## src/tcp_pkg.sv

```systemverilog
`default_nettype none
package tcp_pkg;
    // Byte addresses on the register bus, one word each
    localparam logic [4:0] OFS_CTRL = 5'h00;
    localparam logic [4:0] OFS_CNT_HI = 5'h04;
    localparam logic [4:0] OFS_CNT_LO = 5'h08;
    localparam logic [4:0] OFS_PER_HI = 5'h0C;
    localparam logic [4:0] OFS_PER_LO = 5'h10;
    localparam logic [4:0] OFS_CH_EN = 5'h14;
    localparam logic [4:0] OFS_CH_FLAG = 5'h18;
    // Control register fields, then reset values, channel count and prescaler width
    localparam int BIT_OVF = 7;
    localparam int BIT_IE = 6;
    localparam int BIT_HALT = 5;
    localparam int BIT_CLR = 4;
    localparam int DIV_LSB = 0;
    localparam int DIV_W = 3;
    localparam logic [2:0] DIV_EXT = 3'h7;
    localparam logic [15:0] PERIOD_RST = 16'hFFFF;
    localparam logic [15:0] COUNT_RST = 16'h0000;
    localparam int NCH = 6;
    localparam int PRESC_W = 6;
    typedef struct packed {
        logic ovf_flag;
        logic ovf_ie;
        logic halt;
        logic [2:0] div;
    } tcp_ctrl_s;
    localparam tcp_ctrl_s CTRL_RST = '{ovf_flag: 1'b0, ovf_ie: 1'b0, halt: 1'b1, div: 3'h0};
endpackage
`default_nettype wire

```

## src/tcp_timer.sv

```systemverilog
// Our own choices: the Avalon-MM slave port and the register offsets.
`default_nettype none
module tcp_timer (
    input wire logic clk,
    input wire logic srst,
    input wire logic [4:0] avs_address,
    input wire logic avs_read,
    input wire logic avs_write,
    input wire logic [31:0] avs_writedata,
    input wire logic [3:0] avs_byteenable,
    output logic [31:0] avs_readdata,
    output logic avs_waitrequest,
    input wire logic wait_mode,
    input wire logic stop_mode,
    input wire logic break_active,
    input wire logic break_clear_enable,
    input wire logic external_count_clock,
    input wire logic [5:0] chan_capture_mode,
    input wire logic [5:0] chan_capture_event,
    input wire logic [5:0] chan_compare_event,
    output logic ext_pin_force_input,
    output logic overflow_irq,
    output logic [5:0] channel_irq,
    output logic wake_request
);
    tcp_pkg::tcp_ctrl_s ctrl;
    logic [15:0] count;
    logic [15:0] period;
    logic [7:0] lo_buffer;
    logic lo_latched;
    logic period_pending;
    logic ovf_armed;
    logic [5:0] channel_event_flag;
    logic [5:0] channel_irq_enable;
    logic [5:0] ch_armed;
    logic [tcp_pkg::PRESC_W-1:0] presc;
    logic [2:0] ext_sync;
    logic ext_level;
    logic ext_level_q;
    logic go;
    logic wr;
    logic rd;
    logic clr_cmd;
    logic ctrl_wr;
    logic tick;
    logic advance;
    logic wrap;
    logic ovf_set;
    logic protect;
    logic [5:0] ch_event;
    logic [tcp_pkg::PRESC_W-1:0] div_mask;

    // Registers are dark in wait mode: the access completes but has no effect
    assign go = (avs_read | avs_write) & ~avs_waitrequest & ~wait_mode;
    assign wr = go & avs_write & avs_byteenable[0];
    assign rd = go & avs_read;
    assign ctrl_wr = wr & (avs_address == tcp_pkg::OFS_CTRL);
    assign clr_cmd = ctrl_wr & avs_writedata[tcp_pkg::BIT_CLR];
    assign protect = break_active & ~break_clear_enable;

    always_ff @(posedge clk) begin
        if (srst) begin
            avs_waitrequest <= 1'b1;
        end else if ((avs_read | avs_write) & avs_waitrequest) begin
            avs_waitrequest <= 1'b0;
        end else begin
            avs_waitrequest <= 1'b1;
        end
    end

    // Read data loaded as waitrequest drops, so it is stable when sampled
    always_ff @(posedge clk) begin
        if (srst) begin
            avs_readdata <= 32'h0000_0000;
        end else if (avs_read & avs_waitrequest) begin
            avs_readdata <= 32'h0000_0000;
            if (!wait_mode) begin
                unique case (avs_address)
                    tcp_pkg::OFS_CTRL: avs_readdata[7:0] <= {ctrl.ovf_flag, ctrl.ovf_ie, ctrl.halt,
                        1'b0, 1'b0, ctrl.div};
                    tcp_pkg::OFS_CNT_HI: avs_readdata[7:0] <= count[15:8];
                    tcp_pkg::OFS_CNT_LO: avs_readdata[7:0] <= lo_latched ? lo_buffer : count[7:0];
                    tcp_pkg::OFS_PER_HI: avs_readdata[7:0] <= period[15:8];
                    tcp_pkg::OFS_PER_LO: avs_readdata[7:0] <= period[7:0];
                    tcp_pkg::OFS_CH_EN: avs_readdata[5:0] <= channel_irq_enable;
                    tcp_pkg::OFS_CH_FLAG: avs_readdata[5:0] <= channel_event_flag;
                    default: avs_readdata <= 32'h0000_0000;
                endcase
            end
        end
    end

    // External clock pin: three stages, level accepted when last two agree
    always_ff @(posedge clk) begin
        if (srst) begin
            ext_sync <= 3'h0;
            ext_level <= 1'b0;
            ext_level_q <= 1'b0;
        end else begin
            ext_sync <= {ext_sync[1:0], external_count_clock};
            if (ext_sync[1] == ext_sync[2]) begin
                ext_level <= ext_sync[2];
            end
            ext_level_q <= ext_level;
        end
    end

    always_comb begin
        div_mask = '0;
        for (int i = 0; i < tcp_pkg::PRESC_W; i++) begin
            if (i < int'(ctrl.div)) begin
                div_mask[i] = 1'b1;
            end
        end
    end

    assign tick = (ctrl.div == tcp_pkg::DIV_EXT) ? (ext_level & ~ext_level_q)
                                                 : ((presc & div_mask) == div_mask);
    assign advance = tick & ~ctrl.halt & ~break_active & ~stop_mode;
    assign wrap = advance & (count == period);
    assign ovf_set = wrap & ~period_pending;

    always_ff @(posedge clk) begin
        if (srst) begin
            presc <= '0;
        end else if (clr_cmd) begin
            presc <= '0;
        end else if (!stop_mode) begin
            presc <= presc + 1'b1;
        end
    end

    always_ff @(posedge clk) begin
        if (srst) begin
            count <= tcp_pkg::COUNT_RST;
        end else if (clr_cmd) begin
            count <= tcp_pkg::COUNT_RST;
        end else if (wrap) begin
            count <= tcp_pkg::COUNT_RST;
        end else if (advance) begin
            count <= count + 16'h0001;
        end
    end

    always_ff @(posedge clk) begin
        if (srst) begin
            lo_latched <= 1'b0;
            lo_buffer <= 8'h00;
        end else if (rd && avs_address == tcp_pkg::OFS_CNT_HI && !lo_latched) begin
            lo_latched <= 1'b1;
            lo_buffer <= count[7:0];
        end else if (rd && avs_address == tcp_pkg::OFS_CNT_LO) begin
            lo_latched <= 1'b0;
        end
    end

    always_ff @(posedge clk) begin
        if (srst) begin
            period <= tcp_pkg::PERIOD_RST;
            period_pending <= 1'b0;
        end else if (wr && avs_address == tcp_pkg::OFS_PER_HI) begin
            period[15:8] <= avs_writedata[7:0];
            period_pending <= 1'b1;
        end else if (wr && avs_address == tcp_pkg::OFS_PER_LO) begin
            period[7:0] <= avs_writedata[7:0];
            period_pending <= 1'b0;
        end
    end

    // Control fields; the clear bit is never stored
    always_ff @(posedge clk) begin
        if (srst) begin
            ctrl.ovf_ie <= tcp_pkg::CTRL_RST.ovf_ie;
            ctrl.halt <= tcp_pkg::CTRL_RST.halt;
            ctrl.div <= tcp_pkg::CTRL_RST.div;
        end else if (ctrl_wr) begin
            ctrl.ovf_ie <= avs_writedata[tcp_pkg::BIT_IE];
            ctrl.halt <= avs_writedata[tcp_pkg::BIT_HALT];
            ctrl.div <= avs_writedata[tcp_pkg::DIV_LSB +: tcp_pkg::DIV_W];
        end
    end

    // Set beats clear; a fresh overflow disarms a half-done clear
    always_ff @(posedge clk) begin
        if (srst) begin
            ctrl.ovf_flag <= 1'b0;
            ovf_armed <= 1'b0;
        end else if (ovf_set) begin
            ctrl.ovf_flag <= 1'b1;
            ovf_armed <= 1'b0;
        end else if (ctrl_wr && !avs_writedata[tcp_pkg::BIT_OVF] && ovf_armed && !protect) begin
            ctrl.ovf_flag <= 1'b0;
            ovf_armed <= 1'b0;
        end else if (rd && avs_address == tcp_pkg::OFS_CTRL && ctrl.ovf_flag && !protect) begin
            ovf_armed <= 1'b1;
        end
    end

    // Captures in chan_capture_mode need counting allowed; compares pass as is except in stop mode, which blocks every event
    assign ch_event = stop_mode ? 6'h00
        : (chan_compare_event | (chan_capture_event & ~chan_capture_mode)
           | (chan_capture_event & chan_capture_mode & {6{~ctrl.halt & ~break_active}}));

    always_ff @(posedge clk) begin
        if (srst) begin
            channel_irq_enable <= 6'h00;
        end else if (wr && avs_address == tcp_pkg::OFS_CH_EN) begin
            channel_irq_enable <= avs_writedata[5:0];
        end
    end

    always_ff @(posedge clk) begin
        if (srst) begin
            channel_event_flag <= 6'h00;
            ch_armed <= 6'h00;
        end else begin
            for (int i = 0; i < tcp_pkg::NCH; i++) begin
                if (ch_event[i]) begin
                    channel_event_flag[i] <= 1'b1;
                    ch_armed[i] <= 1'b0;
                end else if (wr && avs_address == tcp_pkg::OFS_CH_FLAG && !avs_writedata[i]
                             && ch_armed[i] && !protect) begin
                    channel_event_flag[i] <= 1'b0;
                    ch_armed[i] <= 1'b0;
                end else if (rd && avs_address == tcp_pkg::OFS_CH_FLAG && channel_event_flag[i] && !protect) begin
                    ch_armed[i] <= 1'b1;
                end
            end
        end
    end

    always_ff @(posedge clk) begin
        if (srst) begin
            overflow_irq <= 1'b0;
            channel_irq <= 6'h00;
            wake_request <= 1'b0;
            ext_pin_force_input <= 1'b0;
        end else begin
            overflow_irq <= ctrl.ovf_flag & ctrl.ovf_ie;
            channel_irq <= channel_event_flag & channel_irq_enable;
            wake_request <= wait_mode & ((ctrl.ovf_flag & ctrl.ovf_ie)
                | (|(channel_event_flag & channel_irq_enable)));
            ext_pin_force_input <= (ctrl.div == tcp_pkg::DIV_EXT);
        end
    end
endmodule // tcp_timer
`default_nettype wire
```

## config.mk

```make
export PLATFORM = sky130hd
export DESIGN_NAME = tcp_timer
export DESIGN_NICKNAME = d
export VERILOG_FILES = /design/src/tcp_pkg.sv /design/src/tcp_timer.sv
export SDC_FILE = /design/constraint.sdc
export NUM_CORES = 1
export LEC_CHECK = 0
export BUFFER_PORTS_ARGS = -buffer_cell sky130_fd_sc_hd__buf_2
export CAP_MARGIN = 0
export CORE_MARGIN = 5
export CORE_UTILIZATION = 54
export CTS_CLUSTER_DIAMETER = 60
export DETAILED_ROUTE_END_ITERATION = 8
export PLACE_DENSITY = 0.81
export SYNTH_ARGS = -nofsm -noshare
export SYNTH_HDL_FRONTEND = slang
export SYNTH_SLANG_ARGS = --single-unit
```

## constraint.sdc

```tcl
create_clock -name clk -period 2.95 [get_ports clk]
set_clock_uncertainty 0.15 [all_clocks]
set_input_delay 0.295 -clock clk [delete_from_list [all_inputs] [get_ports clk]]
set_output_delay 0.295 -clock clk [all_outputs]
set_load 0.02 [all_outputs]
```

# Word-level counts from Yosys, hierarchy flattened
# Cells that the tools add are included.
# totals
ff_bits,120
inputBits,68
wordCells,195
# classes
muxes,31
reduce_logical,74
n_bitwise,38
addsub,2
n_eq_ne,10
n_lt_le_gt_ge,6
# ops
cell,n
1-bit logical AND,44
6-bit case mux with 7 select lines,1
6-bit AND,5
1-bit two-way mux,26
3-bit OR reduction,8
1-bit AND,19
2-bit nonzero test,9
16-bit by 1-bit adder with 16-bit output (second input constant),1
16-bit == test,1
8-bit two-way mux,2
5-bit == test (second input constant),3
6-bit OR,2
5-bit by 4-bit == test with 1-bit output (second input constant),2
2-bit case mux with 5 select lines,1
1-bit zero test,9
1-bit inverter,9
6-bit by 1-bit adder with 6-bit output (second input constant),1
6-bit == test,1
1-bit by 3-bit less-than comparator with 1-bit output (first input constant),2
2-bit by 3-bit less-than comparator with 1-bit output (first input constant),2
3-bit less-than comparator (first input constant),2
6-bit two-way mux,1
6-bit inverter,1
6-bit OR reduction,1
other kinds (7),8

# Logic depth before layout (Yosys ltp)
# logic_depth
word_depth,11
ltp_mapped,8
mapped_depth_nobuf,6

# Worst setup path after synthesis
# OpenSTA, ideal clock, no wires.
# synth_timing
path_kind,flip-flop to flip-flop
from,register count[9]
to,register count[0]
path_slack_ns,0.886
arrival_ns,1.797
path_stages_with_launch,9
path_cell_list,dfxtp_1 -> clkbuf_1 -> xor2_1 -> nor4_1 -> nand4_1 -> or3_1 -> nand2b_1 -> buf_2 -> nor2_1
# synth_via
elab_chain_cells,3
# synth_lines
element,line_no,source
start: declaration,tcp_timer.sv:27,logic [15:0] count;
start signal: assignment,tcp_timer.sv:135,count <= tcp_pkg::COUNT_RST;
start signal: assignment,tcp_timer.sv:137,count <= tcp_pkg::COUNT_RST;
start signal: assignment,tcp_timer.sv:139,count <= tcp_pkg::COUNT_RST;
16-bit == test,tcp_timer.sv:120,assign wrap = advance & (count == period);
1-bit AND,tcp_timer.sv:120,
3-bit OR reduction (no line),-,
# Every way passes these cells.
# A chain may end at the register's enable or synchronous reset.

# Final worst setup path
# layout_timing
from,register ctrl[1] (netlist name)
to,register count[10]
# layout_via
elab_chain_cells,10
# layout_lines
element,line_no,source
start: declaration,tcp_timer.sv:26,tcp_pkg::tcp_ctrl_s ctrl;
1-bit by 3-bit less-than comparator with 1-bit output (tied with other cells),tcp_timer.sv:111,if (i < int'(ctrl.div)) begin
1-bit two-way mux,tcp_timer.sv:111,
6-bit AND,tcp_timer.sv:118,: ((presc & div_mask) == div_mask);
6-bit == test,tcp_timer.sv:118,
1-bit two-way mux (*),tcp_timer.sv:117,assign tick = (ctrl.div == tcp_pkg::DIV_EXT) ? (ext_level & ~ext_level_q)
1-bit AND (*) (3 in series),tcp_timer.sv:119,assign advance = tick & ~ctrl.halt & ~break_active & ~stop_mode;
1-bit AND,tcp_timer.sv:120,
3-bit OR reduction (no line),-,
# Mark *: on every way between the ends. The rest lies on a longest branch, timed or not.

==> flow_summary.ini <==
[outcome]
status = completed

[power_and_ir_drop]
p_switching_uw = 610
p_leak_uw = 0.00202
clkPwrFrac = 0.375
seq_power_share = 0.558
switching_share = 0.258
total_power_divided_by_cell_area_nw_per_um2 = 462
ir_drop_mv = 0.260
cell_internal_pwr_uw = 1760
pwr-share-comb = 0.067

[detailed_routing]
drc = 0
drt-wirelength-per-cell_um = 16.1
vias = 4268
drt_iter0_drc = 364
ant_nets = 0
avgViaCountPerCell = 5.94
detail_route.wirelength_um = 11600
drt_pre_antenna_iters = 8

[floorplan]
floorplan.die_area_sq_um = 10500
floorplan.die.width_um = 103
initial_core_util = 0.558
chipHeight_um = 103
rows = 33
io-pin-count = 110
design.core.area_sq_um = 8300

[global_route]
grt-busiest-layer = met2
grtUsageMet3 = 0.0338
use_met2 = 0.372
grt_antenna_before_repair = 0
global_route_usage_over_all_layers = 0.224
vias_in_the_first_global_route = 3920
overflow = 0
grt_first_pass_wirelength_um = 18600
grt.met1_usage = 0.299
grt_max_degree = 54

[synth]
synthesis.area_per_instance_sq_um = 8.27
synth.distinct_cells = 55
mappedNetlistArea_sq_um = 4630
yosys_warnings = 0
synth-seq-area-share = 0.415
synthCells = 560
synth-async-reset-ratio = 0
ys_seq_elements = 96
synth-edff-count = 0
dominantRegCellSynth = sky130_fd_sc_hd__dfxtp_1

[timing]
setup_viol = 0
post_layout_minimum_cycle_time_ns = 2.60
number_of_failing_hold_endpoints_at_the_final_stage = 0
final-max-slew-violation-count = 0
maxSlewHeadroom = 0.338
fin_crit_sh = 0.883
finalWorstSetupSlack_ns = 0.346
rsz0062_at_grt = false
max_clock_freq_mhz = 384
worstMarginPinSlew_ns = 0.993
finalSetupTns_ns = 0

[cts]
cts_inserted_buffers = 9
cell_at_the_root_of_the_clock_tree = sky130_fd_sc_hd__clkbuf_8
post_cts.resized_instances = 0
htree_levels = 3
cts.sinks = 96
clock_edge_transition_at_the_registers_on_the_reported_setup_and_hold_paths_ns = 0.10
cts_buffer_depth = 2
clk_latency_ns = 0.37
cts_tree = done

[min_path]
holdCritPathClass = in -> reg

[cells_and_area]
fin_nets = 678
synthToLayoutAreaGrowth_pct = 10.7
final_util = 0.618
final_layout_size_suffix_gt1_frac = 0.158
antenna_cells_inserted = 0

[placed_design]
place_congestion = 0.956
post-dp-hpwl_um = 8450
io_buffers = 58
post-place-ws_ns = 0.389

[worst_setup_path]
critical_path.startpoint = ctrl[1]
critical_path_required_ns = 3.09
setup.worst_path.end_class = register
max_stage_delay_ns = 0.77
crit-reg2reg-capture = count[10]
worst_setup_endpoint = count[10]
timing.critical_path.max_delay_family = compound AO/OA/AOI/OAI gates
critical_path.startpoint_type = register
timing.reg2reg.worst_path_depth = 6
timing.critical_path.slowest_stage_cell = sky130_fd_sc_hd__a21oi_1
path_class = reg -> reg
reg_to_reg_setup_timing_slack_ns = 0.35
crit_buf_inv = 0
cp.arrival_ns = 2.74
cell_by_cell_trace_of_the_critical_path = a2bb2oi_1 > o21ai_0 > a21oi_1 > or3_1 > nand2b_1 > a21oi_2
critical_path.reg2reg.startpoint = ctrl[1]
path_depth = 6
worst-path-max-fanout = 15

[flow_run]
drv_cap = 0
metal layers:
layer	wire length, um	share of wire	vias to the layer above
met3	883	0.076	24
met1	4800	0.41	2027
met4	185	0.016	0
li1	-	-	2015
met2	5720	0.49	202
met5	0	0	-
power by group through the flow:
| stage | combinational, uW | clock [uW] | sequential, uW |
|---|---|---|---|
| finish | 159 | 887 | 1320 |
| global route | 176 | 940 | 1320 |
| CTS | 156 | 894 | 1320 |
| detailed placement | 154 | 0 | 1350 |
| global placement | 150 | 0 | 1350 |
| floorplan | 117 | 0 | 1350 |
cell families (layout without fill, tap and decap cells):
kind of cell | Yosys count | in the layout | share of synthesized area
AO/OA/AOI/OAI | 91 | 91 | 0.129
XOR/XNOR | 34 | 34 | 0.0643
adder cells (fa/ha/maj) | 2 | 2 | 0.00540
buffers and inverters | 65 | 95 | 0.0773
flip-flops | 96 | 96 | 0.415
multiplexers | 17 | 17 | 0.0378
other | 1 | 24 | 0.000810
AND/OR/NAND/NOR | 254 | 254 | 0.270
cell usage after synthesis (all sizes together), types with 3 or more instances:
library cell   n  share of area
nand4          8          0.011
clkbuf        22          0.018
a222oi         6          0.013
o21ai         14          0.015
mux2i         13          0.028
a21oi         33          0.036
and2           3         0.0041
nor3           7         0.0076
xor2          20          0.038
nor2b          7         0.0095
xnor2         14          0.026
nor3b          3         0.0049
buf           36          0.053
nor4          14          0.019
nor2          63          0.053
nand3b         6         0.0097
nand2b         5         0.0068
and3           4         0.0054
nand3         51          0.055
a22oi         16          0.026
dfxtp         96           0.42
inv            7         0.0057
nand2         68          0.055
o211ai         6         0.0097
mux2           4         0.0097
a211oi         8          0.013
worst min path at each step:
| stage | depth (start not counted) | slack [ns] | endpoint | start |
|---|---|---|---|---|
| 6_report | 2 | 0.01 | avs_waitrequest | avs_read |
| 3_5_place_dp | 1 | 0.28 | ext_sync[1] | ext_sync[0] |
| 4_1_cts | 2 | 0.002 | avs_waitrequest | avs_read |
| 2_1_floorplan | 1 | 0.26 | avs_waitrequest | avs_read |
| 5_1_grt | 2 | 0.0006 | avs_waitrequest | avs_read |
| 3_3_place_gp | 1 | 0.27 | ext_sync[1] | ext_sync[0] |
layout make-up:
class / instances / area (sq um)
clock inverter: 7 / 77.6
sequential: 96 / 1920
timing repair buffer: 72 / 400
multi-input combinational: 422 / 2440
fill: 705 / 3170
tap: 105 / 131
clock buffer: 9 / 124
inverter: 7 / 26.3
layout by cell type, fill, tap and decap left out, types with 2 or more instances in the layout:
master and count:
sky130_fd_sc_hd__mux2_2 4, sky130_fd_sc_hd__o21ai_0 13, sky130_fd_sc_hd__a222oi_1 6, sky130_fd_sc_hd__nor3_1 7, sky130_fd_sc_hd__xnor2_1 14, sky130_fd_sc_hd__and3b_1 2, sky130_fd_sc_hd__a211oi_1 8, sky130_fd_sc_hd__nand3b_1 6
sky130_fd_sc_hd__nand3_1 51, sky130_fd_sc_hd__nand4_1 8, sky130_fd_sc_hd__a21oi_1 32, sky130_fd_sc_hd__dlygate4sd3_1 2, sky130_fd_sc_hd__ha_1 2, sky130_fd_sc_hd__nor2b_1 7, sky130_fd_sc_hd__inv_1 7, sky130_fd_sc_hd__and2_1 3
sky130_fd_sc_hd__clkbuf_8 9, sky130_fd_sc_hd__conb_1 24, sky130_fd_sc_hd__mux2i_1 13, sky130_fd_sc_hd__a22oi_1 16, sky130_fd_sc_hd__dfxtp_1 96, sky130_fd_sc_hd__buf_4 12, sky130_fd_sc_hd__buf_2 58, sky130_fd_sc_hd__nand2_1 68
sky130_fd_sc_hd__and3_1 4, sky130_fd_sc_hd__or3_1 2, sky130_fd_sc_hd__nor4_1 14, sky130_fd_sc_hd__nand2b_1 5, sky130_fd_sc_hd__nor3b_1 3, sky130_fd_sc_hd__o211ai_1 6, sky130_fd_sc_hd__or2_1 2, sky130_fd_sc_hd__inv_6 3
sky130_fd_sc_hd__nor2_1 62, sky130_fd_sc_hd__xor2_1 20, sky130_fd_sc_hd__nor4b_2 2
per-stage QoR:
step                cells  area, sq um  total power (uW)  hold slack (ns)
finish                718         5120              2370           0.0127
global route          718         5120              2440         0.000596
CTS                   718         5120              2370          0.00205
detailed placement    700         4900              1510            0.282
global placement      700         4900              1500            0.268
floorplan             583         4720              1470            0.261
flip-flops by register name, indices dropped and copies added (netlist names), 3 cells and up:
signal	cells
channel_event_flag	6
count	16
avs_readdata	8
period	16
ch_armed	6
lo_buffer	8
channel_irq_enable	6
ctrl	6
presc	6
ext_sync	3
channel_irq	6
repair_timing:
item	in CTS	in global routing
hold buffers	2	0
endpoints found under the hold margin	2	0
buffers inserted	0	0
Power figures use the tool's default switching activity.
